## config.mk

```make
export PLATFORM = sky130hd
export DESIGN_NAME = pbtr_track_recovery
export DESIGN_NICKNAME = d
export VERILOG_FILES = /design/src/pbtr_pkg.sv /design/src/pbtr_stream_if.sv /design/src/pbtr_fifo.sv /design/src/pbtr_frame_ram.sv /design/src/pbtr_track_recovery.sv
export SDC_FILE = /design/constraint.sdc
export NUM_CORES = 2
export LEC_CHECK = 0
export BUFFER_PORTS_ARGS = -buffer_cell sky130_fd_sc_hd__buf_2
export CAP_MARGIN = 20
export CORE_UTILIZATION = 48
export DETAILED_ROUTE_END_ITERATION = 6
export HOLD_SLACK_MARGIN = 0.08
export MAX_ROUTING_LAYER = met4
export PLACE_DENSITY = 0.66
export SLEW_MARGIN = 20
export SYNTH_ARGS = -nofsm -noshare
export SYNTH_HDL_FRONTEND = slang
export SYNTH_HIERARCHICAL = 1
export SYNTH_SLANG_ARGS = --single-unit
```

## constraint.sdc

```tcl
create_clock -name core_clk -period 28.6 [get_ports core_clk]
set_clock_uncertainty 0.15 [all_clocks]
set_input_delay 1.43 -clock core_clk [delete_from_list [all_inputs] [get_ports core_clk]]
set_output_delay 1.43 -clock core_clk [all_outputs]
set_load 0.02 [all_outputs]
```

## src/pbtr_pkg.sv

```systemverilog
// Shared constants and types for the playback track recovery block
`default_nettype none
package pbtr_pkg;

    localparam int NUM_TRACKS = 36;
    localparam int TRK_SEL_W = 6;

    // Frame layout: header (sync, time code, status, parity) then data groups
    localparam int SYNC_BITS = 32;
    localparam logic [SYNC_BITS-1:0] SYNC_WORD = 32'h3c5a_a5c3;
    localparam int TIME_BITS = 16;
    localparam int HDR_BITS = 64;
    localparam int HDR_AW = 6;
    localparam int GROUP_DATA = 8;
    localparam int DATA_GROUPS = 32;
    localparam int DATA_AW = 8;
    localparam int FRAME_LEN = HDR_BITS + DATA_GROUPS * (GROUP_DATA + 1);
    localparam int POS_W = 9;
    localparam logic [POS_W-1:0] POS_LAST = POS_W'(FRAME_LEN - 1);
    localparam logic [POS_W-1:0] POS_HDR_LAST = POS_W'(HDR_BITS - 1);
    localparam logic [POS_W-1:0] POS_TIME_FIRST = POS_W'(SYNC_BITS);
    localparam logic [POS_W-1:0] POS_TIME_LAST = POS_W'(SYNC_BITS + TIME_BITS - 1);
    localparam logic [HDR_AW-1:0] HDR_OFF_LAST = HDR_AW'(HDR_BITS - 1);
    localparam logic [3:0] GRP_PARITY_SLOT = 4'(GROUP_DATA);
    localparam logic PARITY_ODD = 1'b1;

    // Buffer RAM: several whole frames, header and data halves per frame
    localparam int FRAME_W = 2;
    localparam int RAM_AW = FRAME_W + 1 + DATA_AW;
    localparam int SAMPLE_W = FRAME_W + DATA_AW;
    localparam int HDR_RD_W = FRAME_W + HDR_AW;

    localparam int ERR_W = 16;
    localparam logic [1:0] MISS_LIMIT = 2'h3;

    // Output bit rate from the core clock
    localparam int SYS_CLK_HZ = 25_000_000;
    localparam int OUT_RATE_HZ = 8_000_000;
    localparam int OUT_DIV = SYS_CLK_HZ / OUT_RATE_HZ;
    localparam int DIV_W = 2;
    localparam logic [DIV_W-1:0] DIV_LAST = DIV_W'(OUT_DIV - 1);

    localparam int FIFO_DEPTH = 8;
    localparam int FIFO_W = 1;

    typedef enum logic [1:0] {
        LOCK_SEEK = 2'b00,
        LOCK_HELD = 2'b01,
        LOCK_COAST = 2'b11
    } pbtr_lock_t;

endpackage
`default_nettype wire

```

## src/pbtr_stream_if.sv

```systemverilog
// Valid/ready stream carrier between block modules
`timescale 1ns/100ps
`default_nettype none
interface pbtr_stream_if #(
    parameter int W = 1
) ();
    logic valid;
    logic ready;
    logic [W-1:0] data;

    modport src (output valid, output data, input ready);
    modport snk (input valid, input data, output ready);
endinterface
`default_nettype wire

```

## src/pbtr_fifo.sv

```systemverilog
// Small flip-flop FIFO with valid/ready on both sides
`timescale 1ns/100ps
`default_nettype none
module pbtr_fifo #(
    parameter int W = 1,
    parameter int DEPTH = 8
) (
    input wire logic core_clk,
    input wire logic arst_n,
    pbtr_stream_if.snk inPort,
    pbtr_stream_if.src outPort
);
    localparam int AW = $clog2(DEPTH);
    localparam logic [AW:0] FULL = (AW + 1)'(DEPTH);

    logic [W-1:0] mem_q [DEPTH];
    logic [AW-1:0] wrPtr_q;
    logic [AW-1:0] rdPtr_q;
    logic [AW:0] count_q;
    logic push;
    logic pop;

    assign inPort.ready = (count_q != FULL);
    assign outPort.valid = (count_q != '0);
    assign outPort.data = mem_q[rdPtr_q];
    assign push = inPort.valid && inPort.ready;
    assign pop = outPort.valid && outPort.ready;

    always_ff @(posedge core_clk) begin
        if (push) begin
            mem_q[wrPtr_q] <= inPort.data;
        end
    end

    always_ff @(posedge core_clk or negedge arst_n) begin
        if (!arst_n) begin
            wrPtr_q <= '0;
            rdPtr_q <= '0;
            count_q <= '0;
        end else begin
            if (push) begin
                wrPtr_q <= wrPtr_q + 1'b1;
            end
            if (pop) begin
                rdPtr_q <= rdPtr_q + 1'b1;
            end
            if (push && !pop) begin
                count_q <= count_q + 1'b1;
            end else if (pop && !push) begin
                count_q <= count_q - 1'b1;
            end
        end
    end
endmodule
`default_nettype wire

```

## src/pbtr_frame_ram.sv

```systemverilog
// Multi-frame bit buffer: one write port, two registered read ports
`timescale 1ns/100ps
`default_nettype none
module pbtr_frame_ram #(
    parameter int AW = 11
) (
    input wire logic core_clk,
    input wire logic arst_n,
    input wire logic wrEn,
    input wire logic [AW-1:0] wrAddr,
    input wire logic wrBit,
    input wire logic rdAEn,
    input wire logic [AW-1:0] rdAAddr,
    output logic rdABit,
    input wire logic rdBEn,
    input wire logic [AW-1:0] rdBAddr,
    output logic rdBBit
);
    logic [(2**AW)-1:0] mem_q;

    // No reset on storage: only locked frames are ever read back
    always_ff @(posedge core_clk) begin
        if (wrEn) begin
            mem_q[wrAddr] <= wrBit;
        end
    end

    always_ff @(posedge core_clk or negedge arst_n) begin
        if (!arst_n) begin
            rdABit <= 1'b0;
            rdBBit <= 1'b0;
        end else begin
            if (rdAEn) begin
                rdABit <= mem_q[rdAAddr];
            end
            if (rdBEn) begin
                rdBBit <= mem_q[rdBAddr];
            end
        end
    end
endmodule
`default_nettype wire

```

## src/pbtr_track_recovery.sv

```systemverilog
// Playback track recovery: sync, frame counters, parity strip, frame buffer
//
// Behaviour
// - Any of up to 36 data/clock track pairs may be selected and recovered.
// - Input side runs off edges of the selected track's own clock.
// - Head skew between tracks is absorbed by time-addressed buffer writes.
// - Data leaves as a bit stream at the fixed system rate, stalled by consumer back-pressure.
// - Incoming bits are compared continuously against the frame sync word.
// - Sync detection initialises frame counters that predict the next sync.
// - Frame counters advance per track bit and form the RAM write address.
// - Buffer RAM holds several whole frames for delay and rate smoothing.
// - Read addresses for delayed data come from the external delay model.
// - Write frame base derives from the previous header's time code.
// - Data portion stores data bits only; parity checked, counted, dropped.
// - Every header bit is written into the RAM.
// - Header parity is checked when header bits are read back.
// - Delayed data reads walk data addresses and skip header addresses.
// - A second read port returns stored header bits.
`timescale 1ns/100ps
`default_nettype none
module pbtr_track_recovery #(
    parameter int NUM_TRACKS = pbtr_pkg::NUM_TRACKS,
    parameter logic [pbtr_pkg::SYNC_BITS-1:0] SYNC_WORD = pbtr_pkg::SYNC_WORD,
    parameter int FIFO_DEPTH = pbtr_pkg::FIFO_DEPTH
) (
    input wire logic core_clk,
    input wire logic arst_n,
    input wire logic [NUM_TRACKS-1:0] trackData,
    input wire logic [NUM_TRACKS-1:0] trackClk,
    input wire logic [pbtr_pkg::TRK_SEL_W-1:0] trackSel,
    input wire logic delayLoad,
    input wire logic [pbtr_pkg::SAMPLE_W-1:0] delayValue,
    output logic dataOut,
    output logic dataOutValid,
    input wire logic dataOutReady,
    input wire logic hdrRdEn,
    input wire logic [pbtr_pkg::HDR_RD_W-1:0] hdrRdAddr,
    output logic hdrBit,
    output logic hdrBitValid,
    output logic hdrCheckDone,
    output logic hdrParityErr,
    input wire logic parityErrClear,
    output logic [pbtr_pkg::ERR_W-1:0] parityErrCount,
    output logic trackValid,
    output logic syncMiss
);

    ////////////////////////////////////////////////////////////////////////
    // Track pin synchronisers

    logic [NUM_TRACKS-1:0] dataSync;
    logic [NUM_TRACKS-1:0] clkSync;

    for (genvar gi = 0; gi < NUM_TRACKS; gi++) begin : gTrk
        logic [1:0] dSh_q;
        logic [1:0] cSh_q;
        always_ff @(posedge core_clk or negedge arst_n) begin
            if (!arst_n) begin
                dSh_q <= 2'h0;
                cSh_q <= 2'h0;
            end else begin
                dSh_q <= {dSh_q[0], trackData[gi]};
                cSh_q <= {cSh_q[0], trackClk[gi]};
            end
        end
        assign dataSync[gi] = dSh_q[1];
        assign clkSync[gi] = cSh_q[1];
    end

    // Out-of-range selections read as an idle track
    function automatic logic pickTrack(
        input logic [NUM_TRACKS-1:0] v,
        input logic [pbtr_pkg::TRK_SEL_W-1:0] s
    );
        logic r;
        r = 1'b0;
        for (int i = 0; i < NUM_TRACKS; i++) begin
            if (s == pbtr_pkg::TRK_SEL_W'(i)) begin
                r = v[i];
            end
        end
        return r;
    endfunction

    logic selData;
    logic selClk;
    logic clkPrev_q;
    logic [pbtr_pkg::TRK_SEL_W-1:0] trackSel_q;
    logic selChange;
    logic bitEvt;
    logic bitEvt_q;

    assign selData = pickTrack(dataSync, trackSel);
    assign selClk = pickTrack(clkSync, trackSel);
    assign selChange = (trackSel != trackSel_q);
    // Rising edge of the track's own clock; tolerates any rate below clk/2
    assign bitEvt = selClk && !clkPrev_q && !selChange;

    always_ff @(posedge core_clk or negedge arst_n) begin
        if (!arst_n) begin
            clkPrev_q <= 1'b0;
            trackSel_q <= '0;
            bitEvt_q <= 1'b0;
        end else begin
            clkPrev_q <= selClk;
            trackSel_q <= trackSel;
            bitEvt_q <= bitEvt;
        end
    end

    ////////////////////////////////////////////////////////////////////////
    // Sync detection and frame lock

    logic [pbtr_pkg::SYNC_BITS-1:0] sh_q;
    logic outBit;
    logic syncHit;
    logic predictNow;
    pbtr_pkg::pbtr_lock_t lock_q;
    logic [1:0] miss_q;
    logic [pbtr_pkg::POS_W-1:0] pos_q;

    // Compare window is also a delay line, so sync bits get stored too
    assign outBit = sh_q[pbtr_pkg::SYNC_BITS-1];
    assign syncHit = bitEvt_q && (sh_q == SYNC_WORD);
    assign predictNow = bitEvt_q && (lock_q != pbtr_pkg::LOCK_SEEK) && (pos_q == '0);
    assign trackValid = (lock_q != pbtr_pkg::LOCK_SEEK);

    always_ff @(posedge core_clk or negedge arst_n) begin
        if (!arst_n) begin
            sh_q <= '0;
        end else if (bitEvt) begin
            sh_q <= {sh_q[pbtr_pkg::SYNC_BITS-2:0], selData};
        end
    end

    always_ff @(posedge core_clk or negedge arst_n) begin
        if (!arst_n) begin
            lock_q <= pbtr_pkg::LOCK_SEEK;
            miss_q <= 2'h0;
            syncMiss <= 1'b0;
        end else begin
            syncMiss <= predictNow && !syncHit;
            if (selChange) begin
                lock_q <= pbtr_pkg::LOCK_SEEK;
                miss_q <= 2'h0;
            end else if (syncHit) begin
                lock_q <= pbtr_pkg::LOCK_HELD;
                miss_q <= 2'h0;
            end else if (predictNow) begin
                // Coast through isolated dropouts rather than lose the frame
                if (miss_q == pbtr_pkg::MISS_LIMIT - 2'h1) begin
                    lock_q <= pbtr_pkg::LOCK_SEEK;
                    miss_q <= 2'h0;
                end else begin
                    lock_q <= pbtr_pkg::LOCK_COAST;
                    miss_q <= miss_q + 2'h1;
                end
            end
        end
    end

    ////////////////////////////////////////////////////////////////////////
    // Frame counters and time code

    logic isHdr;
    logic [3:0] grp_q;
    logic [pbtr_pkg::DATA_AW-1:0] dataOff_q;
    logic [pbtr_pkg::TIME_BITS-1:0] timeSh_q;
    logic [pbtr_pkg::TIME_BITS-1:0] timeCode_q;
    logic timeValid_q;
    logic [pbtr_pkg::FRAME_W-1:0] frame_q;
    logic [pbtr_pkg::FRAME_W-1:0] nextFrame;
    logic inTime;

    assign isHdr = (pos_q <= pbtr_pkg::POS_HDR_LAST);
    assign inTime = (pos_q >= pbtr_pkg::POS_TIME_FIRST) && (pos_q <= pbtr_pkg::POS_TIME_LAST);
    // Time code counts frames; its low bits pick the frame slot in RAM
    assign nextFrame = timeValid_q ? timeCode_q[pbtr_pkg::FRAME_W-1:0] + 1'b1
                                   : frame_q + 1'b1;

    always_ff @(posedge core_clk or negedge arst_n) begin
        if (!arst_n) begin
            pos_q <= '0;
        end else if (syncHit) begin
            pos_q <= '0;
        end else if (bitEvt) begin
            pos_q <= (pos_q == pbtr_pkg::POS_LAST) ? '0 : pos_q + 1'b1;
        end
    end

    always_ff @(posedge core_clk or negedge arst_n) begin
        if (!arst_n) begin
            frame_q <= '0;
        end else if (syncHit || predictNow) begin
            frame_q <= nextFrame;
        end
    end

    always_ff @(posedge core_clk or negedge arst_n) begin
        if (!arst_n) begin
            grp_q <= 4'h0;
            dataOff_q <= '0;
        end else if (bitEvt) begin
            if (isHdr) begin
                grp_q <= 4'h0;
                dataOff_q <= '0;
            end else if (grp_q == pbtr_pkg::GRP_PARITY_SLOT) begin
                grp_q <= 4'h0;
            end else begin
                grp_q <= grp_q + 4'h1;
                dataOff_q <= dataOff_q + 1'b1;
            end
        end
    end

    always_ff @(posedge core_clk or negedge arst_n) begin
        if (!arst_n) begin
            timeSh_q <= '0;
            timeCode_q <= '0;
            timeValid_q <= 1'b0;
        end else if (lock_q == pbtr_pkg::LOCK_SEEK) begin
            timeValid_q <= 1'b0;
        end else if (bitEvt && inTime) begin
            timeSh_q <= {timeSh_q[pbtr_pkg::TIME_BITS-2:0], outBit};
            if (pos_q == pbtr_pkg::POS_TIME_LAST) begin
                timeCode_q <= {timeSh_q[pbtr_pkg::TIME_BITS-2:0], outBit};
                timeValid_q <= 1'b1;
            end
        end
    end

    ////////////////////////////////////////////////////////////////////////
    // RAM write path and along-track parity

    logic ramWe;
    logic [pbtr_pkg::RAM_AW-1:0] ramWAddr;
    logic isParity;
    logic parAcc_q;
    logic parErr;

    assign isParity = !isHdr && (grp_q == pbtr_pkg::GRP_PARITY_SLOT);
    assign ramWe = bitEvt && trackValid && !isParity;
    assign ramWAddr = isHdr
        ? {frame_q, 1'b0, pbtr_pkg::DATA_AW'(pos_q[pbtr_pkg::HDR_AW-1:0])}
        : {frame_q, 1'b1, dataOff_q};
    assign parErr = bitEvt && trackValid && isParity
        && ((parAcc_q ^ outBit) != pbtr_pkg::PARITY_ODD);

    always_ff @(posedge core_clk or negedge arst_n) begin
        if (!arst_n) begin
            parAcc_q <= 1'b0;
        end else if (bitEvt) begin
            parAcc_q <= (isHdr || isParity) ? 1'b0 : parAcc_q ^ outBit;
        end
    end

    // New error in the clearing cycle still counts
    always_ff @(posedge core_clk or negedge arst_n) begin
        if (!arst_n) begin
            parityErrCount <= '0;
        end else if (parErr) begin
            if (parityErrClear) begin
                parityErrCount <= pbtr_pkg::ERR_W'(1);
            end else if (parityErrCount != '1) begin
                parityErrCount <= parityErrCount + 1'b1;
            end
        end else if (parityErrClear) begin
            parityErrCount <= '0;
        end
    end

    ////////////////////////////////////////////////////////////////////////
    // Delayed data read side and output FIFO

    logic [pbtr_pkg::DIV_W-1:0] div_q;
    logic tick;
    logic pending_q;
    logic armed_q;
    logic inFlight_q;
    logic issue;
    logic [pbtr_pkg::SAMPLE_W-1:0] rdPtr_q;
    logic [pbtr_pkg::RAM_AW-1:0] rdAAddr;
    logic rdABit;
    logic [pbtr_pkg::RAM_AW-1:0] rdBAddr;
    logic rdBBit;

    pbtr_stream_if #(.W(pbtr_pkg::FIFO_W)) fifoIn ();
    pbtr_stream_if #(.W(pbtr_pkg::FIFO_W)) fifoOut ();

    assign tick = (div_q == pbtr_pkg::DIV_LAST);
    // Back-pressure from the consumer stalls RAM reads, never drops bits
    assign issue = pending_q && armed_q && trackValid && fifoIn.ready && !inFlight_q;
    assign rdAAddr = {rdPtr_q[pbtr_pkg::SAMPLE_W-1:pbtr_pkg::DATA_AW], 1'b1,
                      rdPtr_q[pbtr_pkg::DATA_AW-1:0]};

    always_ff @(posedge core_clk or negedge arst_n) begin
        if (!arst_n) begin
            div_q <= '0;
        end else begin
            div_q <= tick ? '0 : div_q + 1'b1;
        end
    end

    always_ff @(posedge core_clk or negedge arst_n) begin
        if (!arst_n) begin
            pending_q <= 1'b0;
            inFlight_q <= 1'b0;
        end else begin
            pending_q <= tick || (pending_q && !issue);
            inFlight_q <= issue;
        end
    end

    always_ff @(posedge core_clk or negedge arst_n) begin
        if (!arst_n) begin
            rdPtr_q <= '0;
            armed_q <= 1'b0;
        end else if (delayLoad) begin
            rdPtr_q <= delayValue;
            armed_q <= 1'b1;
        end else if (issue) begin
            rdPtr_q <= rdPtr_q + 1'b1;
        end
    end

    assign fifoIn.valid = inFlight_q;
    assign fifoIn.data = rdABit;
    assign dataOut = fifoOut.data;
    assign dataOutValid = fifoOut.valid;
    assign fifoOut.ready = dataOutReady;

    ////////////////////////////////////////////////////////////////////////
    // Header read port with deferred parity check

    logic hdrRdEn_q;
    logic [pbtr_pkg::HDR_AW-1:0] hdrOff_q;
    logic hdrAcc_q;
    logic hdrSum;

    assign rdBAddr = {hdrRdAddr[pbtr_pkg::HDR_RD_W-1:pbtr_pkg::HDR_AW], 1'b0,
                      pbtr_pkg::DATA_AW'(hdrRdAddr[pbtr_pkg::HDR_AW-1:0])};
    assign hdrBit = rdBBit;
    assign hdrBitValid = hdrRdEn_q;
    assign hdrSum = ((hdrOff_q == '0) ? 1'b0 : hdrAcc_q) ^ rdBBit;

    always_ff @(posedge core_clk or negedge arst_n) begin
        if (!arst_n) begin
            hdrRdEn_q <= 1'b0;
            hdrOff_q <= '0;
            hdrAcc_q <= 1'b0;
            hdrCheckDone <= 1'b0;
            hdrParityErr <= 1'b0;
        end else begin
            hdrRdEn_q <= hdrRdEn;
            hdrOff_q <= hdrRdAddr[pbtr_pkg::HDR_AW-1:0];
            hdrCheckDone <= hdrRdEn_q && (hdrOff_q == pbtr_pkg::HDR_OFF_LAST);
            hdrParityErr <= hdrRdEn_q && (hdrOff_q == pbtr_pkg::HDR_OFF_LAST)
                && (hdrSum != pbtr_pkg::PARITY_ODD);
            if (hdrRdEn_q) begin
                hdrAcc_q <= hdrSum;
            end
        end
    end

    ////////////////////////////////////////////////////////////////////////
    // Submodules

    // Several frames deep so a delay of up to a few frames fits
    pbtr_frame_ram #(
        .AW(pbtr_pkg::RAM_AW)
    ) uRam (
        .core_clk(core_clk),
        .arst_n(arst_n),
        .wrEn(ramWe),
        .wrAddr(ramWAddr),
        .wrBit(outBit),
        .rdAEn(issue),
        .rdAAddr(rdAAddr),
        .rdABit(rdABit),
        .rdBEn(hdrRdEn),
        .rdBAddr(rdBAddr),
        .rdBBit(rdBBit)
    );

    pbtr_fifo #(
        .W(pbtr_pkg::FIFO_W),
        .DEPTH(FIFO_DEPTH)
    ) uFifo (
        .core_clk(core_clk),
        .arst_n(arst_n),
        .inPort(fifoIn),
        .outPort(fifoOut)
    );

endmodule
`default_nettype wire

```

==> results.yml <==
run_status:
  outcome: "complete, but fails checks"
  violations: "max-slew violations"
drt:
  drtPass1Iterations: 7
  vias: 78400
  antenna_left: 0
  drtIter0Drc: 12900
  drc: 0
  wl_per_cell_um: 33.7
  vias_per_cell: 6.92
  wirelength_um: 383000
global_route:
  grt_max_degree: 129
  grt_pass1_wl_um: 545000
  grtUsageTotal: 0.322
  overflow: 0
  grt_use_met2: 0.467
  gr-max-usage-layer: "met2"
  grt_pass1_vias: 76500
  grtUsageMet3: 0.0851
  antenna_found_initial: 18
  grt_util_met1: 0.417
clock_tree:
  clk_pin_slew_ps: 60
  cts_hold_buf: 0
  cts-root-buf: "clkbuf_16"
  postCtsSetupBuffers: 0
  cts_tree: "done"
  clock_latency_ps: 930
  cts.sinks: 2326
  post_cts_resized: 0
  cts_max_level: 5
  cts_made_buffers: 274
  cts_buffer_depth: 4
logic_synthesis:
  synth_top_cell_by_area: "edfxtp_1"
  ys_ff_latch: 2326
  synth_area_per_cell_um2: 14.2
  ys.flop_type: "edfxtp_1"
  synth.area.top_cells: "edfxtp_1 (53%), mux4_2 (20%), nor2_1 (7.0%), dfrtp_1 (5.8%), mux2i_1 (2.2%)"
  yosysWarnings: 6
  synth_edf_count: 2056
  ys_types: 90
  syn_inst: 8172
  synth-seq-area-share: 0.592
  post-synth-top-area-fraction: 0.533
  yosysMostFrequentCell: "nor2_1"
  netlist_top_cells_count: "nor2_1 (2171), edfxtp_1 (2056), mux4_2 (1028), clkbuf_1 (512), nand2_1 (387)"
  syn-cell-area_um2: 116000
  async_flop_share: 0.116
cells_and_area:
  multiInputGateArea_um2: 43800
  n_fill_cell: 19500
  drive_above_1_share: 0.228
  areaGrowthSynthToFinish_pct: 9.91
  utilization: 0.533
  seq_area_um2: 68500
  num-nets-final: 8081
worst_hold_path:
  worstHoldStart: "gTrk[9].dSh_q[0]"
  hold_depth: 0
  hold_end: "gTrk[9].dSh_q[1]"
  worstHoldPathType: "reg2reg"
die:
  die_h_um: 493
  fp.coreArea_um2: 239000
  dieArea_um2: 243000
  die_x_um: 493
  std_cell_rows: 179
  ios: 126
  start_util: 0.485
sta:
  fmax_ghz: 0.141
  fin_crit_sh: 0.247
  hold_viol: 0
  grt_setup_unrepaired: "no"
  tns_ps: 0
  slew_violations: 8
  period_needed_ps: 7070
  slew_headroom: -0.163
  fin_hold_ws_ps: 192
  setup_viol: 0
  worst_slew_pin_slew_ps: 1720
critical_path:
  criticalPathCategory: "reg2reg"
  worstPathMaxFanout: 47
  slowest_delay_ps: 910
  ff2ff_path_depth: 12
  crit_required_ps: 29260
  crit_buf_inv: 4
  ff2ff_setup_slack_ps: 21530
  reg2reg_from: "rdPtr_q[0]"
  worstPathArrival_ps: 7730
  start_kind: "flop"
  crit_path_end_kind: "flop"
  crit_chain: "buf_4 -> buf_4 -> buf_4 -> buf_4 -> mux4_2 -> mux4_2 -> a22oi_1 -> a21oi_1 -> o21a_1 -> nor3_1 -> a21oi_1 -> a22o_1"
  slowest_stage: "dfrtp_4"
  crit_top_cell: "buf_4"
  reg2reg_to: "uRam/rdABit"
  path_delay_family: "buffers and inverters"
  crit_start: "rdPtr_q[0]"
power_and_ir_drop:
  vdd_drop_max_mv: 0.0498
  power_mw: 7.50
  power.leakage_nw: 44.8
  power_density_nw_per_um2: 58.9
placement:
  io_buffers: 125
  place_congestion: 0.912
  dp_hpwl_um: 219000
flow_run:
  max-cap-violations: 0
## worst max path at each step
stage                            endpoint  cells after the start  slack (ps)
after floorplan             uRam/mem_q[0]                      0       12860
after global placement    uRam/mem_q[374]                     14       21100
after detailed placement   uRam/mem_q[22]                     14       21000
after CTS                     uRam/rdABit                     13       21480
after global routing          uRam/rdABit                     12       21050
final                         uRam/rdABit                     12       21530
## logic make-up (layout without fill, tap and decap cells)
logic type	Yosys count	after routing	synth area share
AO/OA/AOI/OAI	672	672	0.0401
flip-flops	2326	2326	0.592
other	2	38	0.0000649
multiplexers	1315	1315	0.225
XOR/XNOR	29	29	0.00219
adder cells (fa/ha/maj)	13	13	0.00147
AND/OR/NAND/NOR	2969	2969	0.105
buffers and inverters	846	811	0.0341
## routing by layer
metal / wire (µm) / share of wire / up-vias
met5: 0 / 0 / -
met1: 134000 / 0.35 / 40600
met2: 172000 / 0.45 / 5819
li1: - / - / 30800
met3: 54200 / 0.14 / 1204
met4: 22500 / 0.059 / 0
## layout by cell type, fill, tap and decap left out, types with 61 or more instances in the layout
master        n
clkbuf_16   280
clkbuf_1     62
nand3_1      61
o22ai_1      87
a21oi_1     124
nor2_1     2165
mux4_2     1028
nand2_1     317
nor3_1       70
edfxtp_1   2056
buf_4       160
buf_2       119
o221ai_1     64
dfrtp_1     262
mux2i_1     259
o21ai_0      77
a22oi_1      86
## state kept, by name, indices dropped and copies added (netlist names), 9 cells and up
register	cells
gTrk.cSh_q	72
pos_q	9
gTrk.dSh_q	72
sh_q	32
uRam/mem_q	2048
rdPtr_q	10
parityErrCount	16
## metrics by stage
step / setup slack, ps / instance area, µm² / std cells
finish: 21530 / 127000 / 11300
detailed placement: 21000 / 119000 / 10800
global placement: 21100 / 118000 / 10800
global route: 21050 / 127000 / 11300
floorplan: 12860 / 116000 / 8183
CTS: 21480 / 127000 / 11300
## report_power, final
group	internal, mW	switching [mW]
logic	0.151	0.312
clock network	1.96	1.38
registers	3.67	0.0283
total	5.78	1.72
## cell type report
cell class / instances / area share
clock buffers: 354 / 0.0582
multi-input cells: 5011 / 0.344
flip-flops and latches: 2326 / 0.538
diodes: 25 / 0.000492
repair buffers: 316 / 0.0188
well taps: 3167 / 0.0311
inverters: 37 / 0.00115
clock inverters: 104 / 0.00741
Power figures use the tool's default switching activity.
